==> config.mk <==
export PLATFORM = sky130hd
export DESIGN_NAME = module_low_speed_control
export DESIGN_NICKNAME = d
export VERILOG_FILES = /design/src/shared/mlsc_pkg.sv /design/src/rtl/module_low_speed_control.sv
export VERILOG_INCLUDE_DIRS = /design/src /design/src/shared
export SDC_FILE = /design/constraint.sdc
export NUM_CORES = 1
export LEC_CHECK = 0
export BUFFER_PORTS_ARGS = -buffer_cell sky130_fd_sc_hd__buf_4
export CORE_MARGIN = 3
export CORE_UTILIZATION = 35
export DETAILED_ROUTE_END_ITERATION = 8
export RECOVER_POWER = 25
export SLEW_MARGIN = 25
export SYNTH_ARGS = -nofsm -noshare
export SYNTH_HDL_FRONTEND = slang
export SYNTH_SLANG_ARGS = --single-unit
==> constraint.sdc <==
create_clock -name core_clk -period 4.25 [get_ports core_clk]
set_input_delay 0.425 -clock core_clk [delete_from_list [all_inputs] [get_ports core_clk]]
set_output_delay 0.425 -clock core_clk [all_outputs]
set_load 0.05 [all_outputs]
==> src/shared/mlsc_cfg.svh <==
// Offsets, field positions, reset values and timing counts
`ifndef MLSC_CFG_SVH
`define MLSC_CFG_SVH
`define CLK_PERIOD_NS 10
`define RESET_PULSE_NS 10000
`define RESET_PULSE_CYC \
	((`RESET_PULSE_NS + `CLK_PERIOD_NS - 1) / `CLK_PERIOD_NS)
`define INIT_TIME_MS 2000
`define INIT_CYC (`INIT_TIME_MS * 64'd1000000 / `CLK_PERIOD_NS)
`define TARGET_ADDR 7'h50
`define AHB_CTRL 8'h00
`define AHB_STATUS 8'h04
`define AHB_LANE0 8'h08
`define AHB_LANE3 8'h14
`define CTRL_FAULT_BIT 0
`define MM_STATUS 4'h0
`define MM_LOSS 4'h1
`define MM_CTRL 4'h2
`define MM_LANE0 4'h3
`define CTRL_TXOFF_BIT 0
`define CTRL_LP_BIT 1
`define CTRL_RESET 2'h0
`endif

==> src/shared/mlsc_pkg.sv <==
// Types shared by the low-speed control block
package mlsc_pkg;
	typedef struct packed {
		logic sel_n;
		logic rst_n;
		logic lp;
		logic txoff;
		logic scl;
		logic sda;
		logic [3:0] loss;
	} pins_in_t;
	typedef enum logic [2:0] {
		ST_IDLE, ST_ADDR, ST_ADDR_ACK, ST_WR, ST_WR_ACK, ST_RD, ST_RD_ACK
	} tws_state_t;
endpackage

==> src/rtl/module_low_speed_control.sv <==
// Low-speed management pins, 2-wire target and AHB-Lite register slave
// What this block does
// - Answer 2-wire traffic only while module select is low.
// - Reset pin held low past minimum pulse restores all defaults.
// - Reset completion pulls attention low with data-unready cleared.
// - Power-up posts the completion interrupt without a reset pulse.
// - Attention output driven low on fault or critical status.
// - Power limit set by low-power select pin, 2-wire control bit, or while not ready.
// - Presence line pulled to ground while inserted.
// - Transmitter off by pin, by 2-wire control bit, or both.
// - Loss alarm raised when any of four lanes is below threshold.
// - Per-lane optical power values readable over 2-wire.
// - All memory map accesses go over 2-wire, host initiated.
// - Full operation and reset-done interrupt within 2000 ms.
`include "mlsc_cfg.svh"
`timescale 1ns/10ps
`default_nettype none
module module_low_speed_control #(
	parameter int unsigned INIT_CYCLES = 32'(`INIT_CYC),
	parameter int LANES = 4
) (
	input wire logic core_clk,
	input wire logic resetn,
	input wire logic clk_en,
	input wire logic hsel,
	input wire logic [31:0] haddr,
	input wire logic [1:0] htrans,
	input wire logic hwrite,
	input wire logic [2:0] hsize,
	input wire logic [31:0] hwdata,
	input wire logic hready,
	output logic [31:0] hrdata,
	output logic hreadyout,
	output logic hresp,
	input wire logic module_select_n,
	input wire logic module_reset_n,
	input wire logic low_power_select,
	input wire logic transmit_off_pin,
	input wire logic [3:0] lane_below_threshold,
	input wire logic scl_in,
	input wire logic sda_in,
	output logic sda_out,
	output logic sda_oe_n,
	output logic attention_out,
	output logic attention_oe_n,
	output logic module_present_out,
	output logic module_present_oe_n,
	output logic transmit_off,
	output logic receive_signal_loss,
	output logic power_limit_low
);
	mlsc_pkg::pins_in_t pin_raw, s1_ff, s2_ff;
	logic scl_d_ff, sda_d_ff;
	logic scl_rise, scl_fall, tw_start, tw_stop;
	mlsc_pkg::tws_state_t st_ff, nxt_st;
	logic [3:0] bit_ff, nxt_bit, ptr_ff, nxt_ptr;
	logic [7:0] sh_ff, nxt_sh;
	logic first_ff, nxt_first, rw_ff, nxt_rw, nack_ff, nxt_nack;
	logic sda_low_ff, nxt_sda_low;
	logic [1:0] soft_ff, nxt_soft;
	logic notready_ff, nxt_notready, done_ff, nxt_done;
	logic fault_ff, nxt_fault, rd_status, load_byte;
	logic [31:0] init_cnt_ff, nxt_init_cnt;
	logic [9:0] rst_cnt_ff, nxt_rst_cnt;
	logic rst_hold_ff, nxt_rst_hold;
	logic [3:0] loss_prev_ff;
	logic txoff_ff, nxt_txoff, rxlos_ff, nxt_rxlos, lp_ff, nxt_lp;
	logic attn_oe_n_ff, nxt_attn_oe_n, zero_ff;
	logic [7:0] mm [16];
	logic [15:0] lane_ff [LANES];
	logic [15:0] nxt_lane [LANES];
	logic [7:0] wr_addr_ff, nxt_wr_addr;
	logic wr_pend_ff, nxt_wr_pend, fault_req_ff, nxt_fault_req;
	logic [31:0] rdata_ff, nxt_rdata;
	logic addr_phase;

	function automatic logic [31:0] ahb_read(input logic [7:0] a,
		input logic [31:0] stat, input logic [15:0] l0,
		input logic [15:0] l1, input logic [15:0] l2,
		input logic [15:0] l3);
		logic [31:0] r;
		r = 32'h0;
		unique case (a)
			`AHB_STATUS: r = stat;
			`AHB_LANE0: r = {16'h0, l0};
			`AHB_LANE0 + 8'h04: r = {16'h0, l1};
			`AHB_LANE0 + 8'h08: r = {16'h0, l2};
			`AHB_LANE3: r = {16'h0, l3};
			default: r = 32'h0;
		endcase
		return r;
	endfunction

	assign pin_raw = '{module_select_n, module_reset_n, low_power_select,
		transmit_off_pin, scl_in, sda_in, lane_below_threshold};

	// Two stages before any logic looks at a pin
	always_ff @(posedge core_clk) begin
		if (!resetn) begin
			s1_ff <= '{1'b1, 1'b1, 1'b0, 1'b0, 1'b1, 1'b1, 4'h0};
			s2_ff <= '{1'b1, 1'b1, 1'b0, 1'b0, 1'b1, 1'b1, 4'h0};
			scl_d_ff <= 1'b1;
			sda_d_ff <= 1'b1;
			loss_prev_ff <= 4'h0;
			zero_ff <= 1'b0;
		end else if (clk_en) begin
			s1_ff <= pin_raw;
			s2_ff <= s1_ff;
			scl_d_ff <= s2_ff.scl;
			sda_d_ff <= s2_ff.sda;
			loss_prev_ff <= s2_ff.loss;
			zero_ff <= 1'b0;
		end
	end

	assign scl_rise = s2_ff.scl & ~scl_d_ff;
	assign scl_fall = ~s2_ff.scl & scl_d_ff;
	assign tw_start = scl_d_ff & s2_ff.scl & sda_d_ff & ~s2_ff.sda;
	assign tw_stop = scl_d_ff & s2_ff.scl & ~sda_d_ff & s2_ff.sda;

	// Memory map seen by the host; lane values come from firmware
	always_comb begin
		for (int i = 0; i < 16; i++) begin
			mm[i] = 8'h00;
		end
		mm[`MM_STATUS] = {4'h0, |s2_ff.loss, fault_ff, done_ff, notready_ff};
		mm[`MM_LOSS] = {4'h0, s2_ff.loss};
		mm[`MM_CTRL] = {6'h0, soft_ff};
		for (int i = 0; i < LANES; i++) begin
			mm[`MM_LANE0 + 4'(2 * i)] = lane_ff[i][15:8];
			mm[`MM_LANE0 + 4'(2 * i + 1)] = lane_ff[i][7:0];
		end
	end

	always_comb begin
		nxt_st = st_ff;
		nxt_bit = bit_ff;
		nxt_ptr = ptr_ff;
		nxt_sh = sh_ff;
		nxt_first = first_ff;
		nxt_rw = rw_ff;
		nxt_nack = nack_ff;
		nxt_sda_low = sda_low_ff;
		nxt_soft = soft_ff;
		load_byte = 1'b0;
		// Long reset pulse: count while low, hold defaults until release
		nxt_rst_cnt = s2_ff.rst_n ? 10'h0 : rst_cnt_ff;
		nxt_rst_hold = rst_hold_ff & ~s2_ff.rst_n;
		if (!s2_ff.rst_n && rst_cnt_ff < 10'(`RESET_PULSE_CYC)) begin
			nxt_rst_cnt = rst_cnt_ff + 10'h1;
		end else if (!s2_ff.rst_n) begin
			nxt_rst_hold = 1'b1;
		end
		if (rst_hold_ff || s2_ff.sel_n) begin
			nxt_st = mlsc_pkg::ST_IDLE;
			nxt_sda_low = 1'b0;
		end else if (tw_start) begin
			nxt_st = mlsc_pkg::ST_ADDR;
			nxt_bit = 4'h0;
			nxt_sda_low = 1'b0;
		end else if (tw_stop) begin
			nxt_st = mlsc_pkg::ST_IDLE;
			nxt_sda_low = 1'b0;
		end else if (scl_rise) begin
			unique case (st_ff)
				mlsc_pkg::ST_ADDR, mlsc_pkg::ST_WR: begin
					nxt_sh = {sh_ff[6:0], s2_ff.sda};
					nxt_bit = bit_ff + 4'h1;
				end
				mlsc_pkg::ST_RD_ACK: nxt_nack = s2_ff.sda;
				mlsc_pkg::ST_IDLE, mlsc_pkg::ST_ADDR_ACK, mlsc_pkg::ST_WR_ACK,
				mlsc_pkg::ST_RD: begin
				end
			endcase
		end else if (scl_fall) begin
			unique case (st_ff)
				mlsc_pkg::ST_ADDR: begin
					if (bit_ff == 4'h8 && sh_ff[7:1] == `TARGET_ADDR) begin
						nxt_st = mlsc_pkg::ST_ADDR_ACK;
						nxt_sda_low = 1'b1;
						nxt_rw = sh_ff[0];
						nxt_first = 1'b1;
					end else if (bit_ff == 4'h8) begin
						nxt_st = mlsc_pkg::ST_IDLE;
					end
				end
				mlsc_pkg::ST_ADDR_ACK: begin
					nxt_sda_low = 1'b0;
					nxt_bit = 4'h0;
					nxt_st = rw_ff ? mlsc_pkg::ST_RD : mlsc_pkg::ST_WR;
					load_byte = rw_ff;
				end
				mlsc_pkg::ST_WR: begin
					if (bit_ff == 4'h8) begin
						nxt_st = mlsc_pkg::ST_WR_ACK;
						nxt_sda_low = 1'b1;
						nxt_first = 1'b0;
						if (first_ff) begin
							nxt_ptr = sh_ff[3:0];
						end else begin
							nxt_ptr = ptr_ff + 4'h1;
						end
						if (!first_ff && ptr_ff == `MM_CTRL) begin
							nxt_soft = sh_ff[1:0];
						end
					end
				end
				mlsc_pkg::ST_WR_ACK: begin
					nxt_sda_low = 1'b0;
					nxt_bit = 4'h0;
					nxt_st = mlsc_pkg::ST_WR;
				end
				mlsc_pkg::ST_RD: begin
					if (bit_ff == 4'h7) begin
						nxt_st = mlsc_pkg::ST_RD_ACK;
						nxt_sda_low = 1'b0;
						nxt_ptr = ptr_ff + 4'h1;
					end else begin
						nxt_bit = bit_ff + 4'h1;
						nxt_sh = {sh_ff[6:0], 1'b0};
						nxt_sda_low = ~sh_ff[6];
					end
				end
				mlsc_pkg::ST_RD_ACK: begin
					// No acknowledge ends the read; the stop follows
					nxt_st = nack_ff ? mlsc_pkg::ST_IDLE : mlsc_pkg::ST_RD;
					nxt_bit = 4'h0;
					load_byte = ~nack_ff;
				end
				mlsc_pkg::ST_IDLE: begin
				end
			endcase
		end
		if (load_byte) begin
			nxt_sh = mm[ptr_ff];
			nxt_sda_low = ~mm[ptr_ff][7];
		end
		if (rst_hold_ff) begin
			nxt_soft = `CTRL_RESET;
			nxt_ptr = 4'h0;
		end
	end

	// Reading the status byte clears the sticky causes; a new event wins
	assign rd_status = load_byte & (ptr_ff == `MM_STATUS);

	always_comb begin
		nxt_init_cnt = init_cnt_ff;
		nxt_notready = notready_ff;
		nxt_done = done_ff & ~rd_status;
		nxt_fault = fault_ff & ~rd_status;
		if (rst_hold_ff) begin
			nxt_init_cnt = 32'h0;
			nxt_notready = 1'b1;
			nxt_done = 1'b0;
			nxt_fault = 1'b0;
		end else if (notready_ff) begin
			// Time-out fixed at the longest allowed start-up
			if (init_cnt_ff >= INIT_CYCLES - 32'h1) begin
				nxt_notready = 1'b0;
				nxt_done = 1'b1;
			end else begin
				nxt_init_cnt = init_cnt_ff + 32'h1;
			end
		end
		if (!rst_hold_ff && !notready_ff) begin
			if ((s2_ff.loss & ~loss_prev_ff) != 4'h0 || fault_req_ff) begin
				nxt_fault = 1'b1;
			end
		end
		nxt_attn_oe_n = ~(done_ff | fault_ff);
		nxt_txoff = s2_ff.txoff | soft_ff[`CTRL_TXOFF_BIT];
		nxt_rxlos = |s2_ff.loss;
		nxt_lp = s2_ff.lp | soft_ff[`CTRL_LP_BIT] | notready_ff;
	end

	always_ff @(posedge core_clk) begin
		if (!resetn) begin
			st_ff <= mlsc_pkg::ST_IDLE;
			bit_ff <= 4'h0;
			ptr_ff <= 4'h0;
			sh_ff <= 8'h00;
			first_ff <= 1'b0;
			rw_ff <= 1'b0;
			nack_ff <= 1'b0;
			sda_low_ff <= 1'b0;
			soft_ff <= `CTRL_RESET;
			rst_cnt_ff <= 10'h0;
			rst_hold_ff <= 1'b0;
			init_cnt_ff <= 32'h0;
			notready_ff <= 1'b1;
			done_ff <= 1'b0;
			fault_ff <= 1'b0;
			attn_oe_n_ff <= 1'b1;
			txoff_ff <= 1'b1;
			rxlos_ff <= 1'b0;
			lp_ff <= 1'b1;
		end else if (clk_en) begin
			st_ff <= nxt_st;
			bit_ff <= nxt_bit;
			ptr_ff <= nxt_ptr;
			sh_ff <= nxt_sh;
			first_ff <= nxt_first;
			rw_ff <= nxt_rw;
			nack_ff <= nxt_nack;
			sda_low_ff <= nxt_sda_low;
			soft_ff <= nxt_soft;
			rst_cnt_ff <= nxt_rst_cnt;
			rst_hold_ff <= nxt_rst_hold;
			init_cnt_ff <= nxt_init_cnt;
			notready_ff <= nxt_notready;
			done_ff <= nxt_done;
			fault_ff <= nxt_fault;
			attn_oe_n_ff <= nxt_attn_oe_n;
			txoff_ff <= nxt_txoff;
			rxlos_ff <= nxt_rxlos;
			lp_ff <= nxt_lp;
		end
	end

	// Zero-wait slave: read data registered in the address phase
	assign addr_phase = hsel & htrans[1] & hready;

	always_comb begin
		for (int i = 0; i < LANES; i++) begin
			nxt_lane[i] = lane_ff[i];
			if (wr_pend_ff && wr_addr_ff == `AHB_LANE0 + 8'(4 * i)) begin
				nxt_lane[i] = hwdata[15:0];
			end
		end
		nxt_fault_req = wr_pend_ff & (wr_addr_ff == `AHB_CTRL) &
			hwdata[`CTRL_FAULT_BIT];
		nxt_wr_pend = addr_phase & hwrite;
		nxt_wr_addr = addr_phase ? {haddr[7:2], 2'b00} : wr_addr_ff;
		nxt_rdata = rdata_ff;
		if (addr_phase && !hwrite) begin
			nxt_rdata = ahb_read({haddr[7:2], 2'b00},
				{24'h0, s2_ff.loss, fault_ff, done_ff, rst_hold_ff,
				notready_ff}, lane_ff[0], lane_ff[1], lane_ff[2],
				lane_ff[3]);
		end
	end

	always_ff @(posedge core_clk) begin
		if (!resetn) begin
			for (int i = 0; i < LANES; i++) begin
				lane_ff[i] <= 16'h0000;
			end
			fault_req_ff <= 1'b0;
			wr_pend_ff <= 1'b0;
			wr_addr_ff <= 8'h00;
			rdata_ff <= 32'h0;
		end else if (clk_en) begin
			lane_ff <= nxt_lane;
			fault_req_ff <= nxt_fault_req;
			wr_pend_ff <= nxt_wr_pend;
			wr_addr_ff <= nxt_wr_addr;
			rdata_ff <= nxt_rdata;
		end
	end

	assign hrdata = rdata_ff;
	assign hreadyout = ~zero_ff;
	assign hresp = zero_ff;
	assign sda_out = zero_ff;
	assign sda_oe_n = ~sda_low_ff;
	assign attention_out = zero_ff;
	assign attention_oe_n = attn_oe_n_ff;
	assign module_present_out = zero_ff;
	assign module_present_oe_n = zero_ff;
	assign transmit_off = txoff_ff;
	assign receive_signal_loss = rxlos_ff;
	assign power_limit_low = lp_ff;
endmodule
`default_nettype wire

; ---- After elaboration in Yosys (flattened, before gate mapping)
; Index checks and enable logic that the tools add are counted.
[word_totals]
register_bits = 205
elab_cells = 273
inputBits = 85
output_inout_bits = 43
[classes]
reduce_logical = 56
n_mux = 85
n_eq_ne = 43
addsub = 4
n_lt_le_gt_ge = 3
n_bitwise = 38
[ops]
columns = operator, count
row1 = 32-bit 2-to-1 mux, 3
row2 = 8-bit 2-to-1 mux, 11
row3 = 16-bit one-hot mux with 5 select lines, 1
row4 = 4-bit 2-to-1 mux, 15
row5 = 3-bit 2-to-1 mux, 11
row6 = 32-bit by 1-bit adder with 32-bit output (second input constant), 1
row7 = 8-bit binary-select mux with 4-bit select, 1
row8 = 32-bit by 28-bit >= comparator with 1-bit output (second input constant), 1
row9 = 9-bit AND reduction, 3
row10 = 1-bit 2-to-1 mux, 26
row11 = 6-bit by 2-bit == test with 1-bit output (second input constant), 4
row12 = 6-bit by 3-bit == test with 1-bit output (second input constant), 4
row13 = 10-bit 2-to-1 mux, 2
row14 = 2-bit 2-to-1 mux, 9
row15 = 6-bit inequality test (second input constant), 3
row16 = 3-bit one-hot mux with 6 select lines, 1
row17 = 1-bit AND, 16
row18 = 4-bit one-hot mux with 2 select lines, 2
row19 = 8-bit AND reduction, 2
row20 = 1-bit inverter, 15
row21 = 2-bit AND reduction, 7
row22 = 7-bit AND reduction, 2
row23 = 2-bit nonzero test, 7
row24 = 2-bit inequality test (second input constant), 6
row25 = 40 further kinds, 76

; ---- Depth between registers and ports, before layout
[depth]
depth_word = 13
ltp_mapped = 11
depth_no_buf = 9

; ---- Worst setup path before layout
; OpenSTA, ideal clock, no wires.
[synth_path]
kind = register to register
startpoint = register scl_d_ff
endpoint = register soft_ff[0]
setup_ns = 0.070
slack_ns = 1.933
required_time_ns = 4.180
stages_incl_launch_ff = 9
t_arrival_ns = 2.247
synth_period_minus_slack_ns = 2.317
n_path_buf = 0
path_cell_list = dfxtp_1 inv_1 ha_1 and2b_1 nand3b_1 or2_2 or4_4 or3b_1 a21boi_1
[synth_between]
elab_chain_len = 5
word_cells_on_any_way = 13
classes_between = eq/ne: 3 / bitwise: 8 / reduce/logical: 2
[synth_lines]
columns = element, line
row1 = from (decl), module_low_speed_control.sv:53  ; logic scl_d_ff, sda_d_ff;
row2 = from (signal assigned), module_low_speed_control.sv:109  ; scl_d_ff <= s2_ff.scl;
row3 = 1-bit AND, "module_low_speed_control.sv:118, module_low_speed_control.sv:119"
row4 = 1-bit AND (on tied branches) (2 in series), "module_low_speed_control.sv:119, module_low_speed_control.sv:118"
row5 = 2-bit by 1-bit inequality test with 1-bit output (no source line), -
row6 = 9-bit AND reduction (no source line) *, -
row7 = to (signal assigned), module_low_speed_control.sv:287  ; soft_ff <= `CTRL_RESET;
row8 = to (signal assigned), module_low_speed_control.sv:307  ; soft_ff <= nxt_soft;
row9 = to (decl), module_low_speed_control.sv:60  ; logic [1:0] soft_ff, nxt_soft;
; Every way passes the cells marked *; elsewhere a longest branch is shown, timed or not.
; A chain may end at the register's enable or synchronous reset.

==> impl_metrics.tcl <==
set metrics [dict create \
    syn_area_um2 9630 \
    routed_wirelength_um 24200 \
    yosysUniqueCellTypes 75 \
    die_h_um 172 \
    tns_ps 0 \
    synth_fa_ha_area_share_pct 1.30 \
    grt_pass1_wl_um 38900 \
    vias 7586 \
    core_um2 27000 \
    grt_use_total_pct 16.5 \
    slew_viol_final 65 \
    drv_cap 1 \
    grt_pass1_vias 7173 \
    synth_cells 1064 \
    start_util_pct 35.6 \
    min_path_type "primary input to flop" \
    ctsHoldBuffers 0 \
    violations "capacitance limit, slew limit" \
    wl_per_cell_um 16.7 \
    setup_slack_ps 1350 \
    worstReg2RegEnd "sh_ff[7]$_SDFFE_PN0P_" \
    h-tree-depth 4 \
    hold_viol 0 \
    clk_path_buf_depth 2 \
    seqCellArea_um2 3780 \
    insertion_delay_ps 440 \
    synthXorXnorAreaFrac_pct 2.91 \
    core.rowCount 60 \
    synth-main-ff-cell "dfxtp_1" \
    grtUsageMet3_pct 3.22 \
    fillerInstances 2677 \
    drt_iter0_drc 502 \
    avgViaCountPerCell 5.25 \
    clock_skew_ps 14.1 \
    mostFrequentLayoutCell "dfxtp_1" \
    period_share_pct 68.3 \
    hold_start "sda_in" \
    die_w_um 172 \
    ys_seq_area_share_pct 39.3 \
    synthMuxAreaShare_pct 14.8 \
    critPathCaptureType "flop" \
    yosys.area_share.simple_pct 21.8 \
    antenna_found_initial 0 \
    synth_compound_gate_area_share_pct 14.7 \
    place_ws_ps 1310 \
    synth_top_family_by_area "simple AND/OR/NAND/NOR gates" \
    arrival_ps 3240 \
    clock_sinks 189 \
    r2r-start "scl_d_ff$_SDFFE_PN1P_" \
    period_needed_ps 2900 \
    busiest_layer "met2" \
    hpwl_um 16200 \
    cp.required_ps 4580 \
    layout_common_cells "dfxtp_1, mux2i_1, nor2b_1, nand2_1, nor2_1" \
    grt_max_degree 66 \
    max_clock_freq_mhz 345 \
    tightestPinTransition_ps 2290 \
    path_class "primary input to flop" \
    cts_root_buf "clkbuf_16" \
    grt_overflow 0 \
    yosysWarningCount 0 \
    dr.pass1.iters 5 \
    cts.repair.resized 0 \
    areaGrowthSynthToFinish_pct 11.7 \
    ant_nets 0 \
    drive_gt1_share_pct 10.5 \
    async_flop_share_pct 0 \
    total_power_mw 3.63 \
    num_io_pins 128 \
    gp_congestion 0.839 \
    io_buffers 59 \
    grt_util_met2_pct 26.5 \
    min_path_cells 3 \
    cts_tree "yes" \
    power.density_nw_per_um2 337 \
    cts_setup_buffers 0 \
    slew_headroom_pct -52.4 \
    dieArea_um2 29500 \
    fin_cells 1446 \
    drc 0 \
    status "finished with violations" \
    grtUsageMet1_pct 23.0 \
    hold_end "s1_ff[4]$_SDFFE_PN1P_" \
    startpoint_type "primary input" \
    ys_ff_latch 189 \
    place_inst 1414 \
    leakagePower_nw 4.17 \
    n_antenna_cell 0 \
    regToRegSetupSlack_ps 1410 \
    rsz0062_at_grt "no" \
    vdd_drop_max_uv 257 \
    ff2ff_path_depth 8 \
    finalSetupViolations 0 \
    multi_input_area_um2 5430 \
    synth_edf_count 0 \
    synth.avg_cell_area_um2 9.05 \
    nNetsFinal 1187 \
    numCtsBuffers 17 \
    clk_pin_slew_ps 80 \
    cp_max_fo 65 \
]
worst max path at each step:
stage	depth (start not counted)	endpoint	slack, ps	from
2_1_floorplan	8	soft_ff[0]$_SDFFE_PN0P_	1930	scl_d_ff$_SDFFE_PN1P_
3_3_place_gp	9	sh_ff[5]$_SDFFE_PN0P_	1340	clk_en
3_5_place_dp	8	hrdata[9]$_SDFFE_PN0P_	1310	haddr[5]
4_1_cts	8	sh_ff[7]$_SDFFE_PN0P_	1480	scl_d_ff$_SDFFE_PN1P_
5_1_grt	4	sh_ff[4]$_SDFFE_PN0P_	950	resetn
6_report	4	sh_ff[5]$_SDFFE_PN0P_	1350	resetn
stage by stage:
stage               util (%)  instance area [µm²]  hold WS (ps)
floorplan                  -                 9700           441
CTS                     40.1                10800           195
global placement        37.9                10300           457
finish                  39.8                10800           205
detailed placement      37.9                10300           461
global route            39.8                10800           197
cell usage after synthesis, types with 21 or more instances:
cell	instances	area, µm²
buf_4	23	173
nand3_1	25	125
nand2_1	96	360
a21oi_1	53	265
nor2b_1	102	638
mux2i_1	115	1150
o21ai_0	27	135
dfxtp_1	189	3780
clkbuf_1	47	176
inv_1	21	78.8
nor2_1	70	263
a211oi_1	21	158
per-layer routing:
metal / vias to the layer above / part of all wire, %
li1: 3797 / -
met1: 3613 / 48
met2: 160 / 47
met3: 16 / 4.4
met4: 0 / 1.0
met5: - / 0
cell families (layout without fill, tap and decap cells):
logic type / after synthesis / count (layout)
AND/OR/NAND/NOR: 398 / 398
other: 2 / 22
AO/OA/AOI/OAI: 201 / 201
flip-flops: 189 / 189
adder cells (fa/ha/maj): 10 / 10
multiplexers: 128 / 128
buffers and inverters: 104 / 125
XOR/XNOR: 32 / 32
sequential cells by signal, summed over array words and instances (netlist names), 2 cells and up:
| signal | cells |
|---|---|
| lane_ff | 64 |
| rst_cnt_ff | 10 |
| hrdata | 16 |
| sh_ff | 8 |
| s1_ff | 10 |
| mm | 4 |
| bit_ff | 4 |
| init_cnt_ff | 32 |
| ptr_ff | 4 |
| soft_ff | 2 |
| wr_addr_ff | 6 |
| loss_prev_ff | 4 |
| st_ff | 3 |
| s2_ff | 6 |
area by class of cell:
cell class | count | area share [%]
tap | 341 | 3.97
sequential | 189 | 35.2
timing repair buffer | 72 | 4.22
clock buffer | 18 | 4.08
multi-input combinational | 791 | 50.4
clock inverter | 14 | 1.38
inverter | 21 | 0.733
worst max-delay path, stage by stage:
cell	delay (ps)
buf_4	420
clkbuf_1	1680
nand2_1	300
o32ai_1	380
report_power, final:
| group | switching (mW) | internal [mW] |
|---|---|---|
| Clock | 0.793 | 0.802 |
| Combinational | 0.154 | 0.0793 |
| Sequential | 0.0167 | 1.79 |
Power figures use the tool's default switching activity.
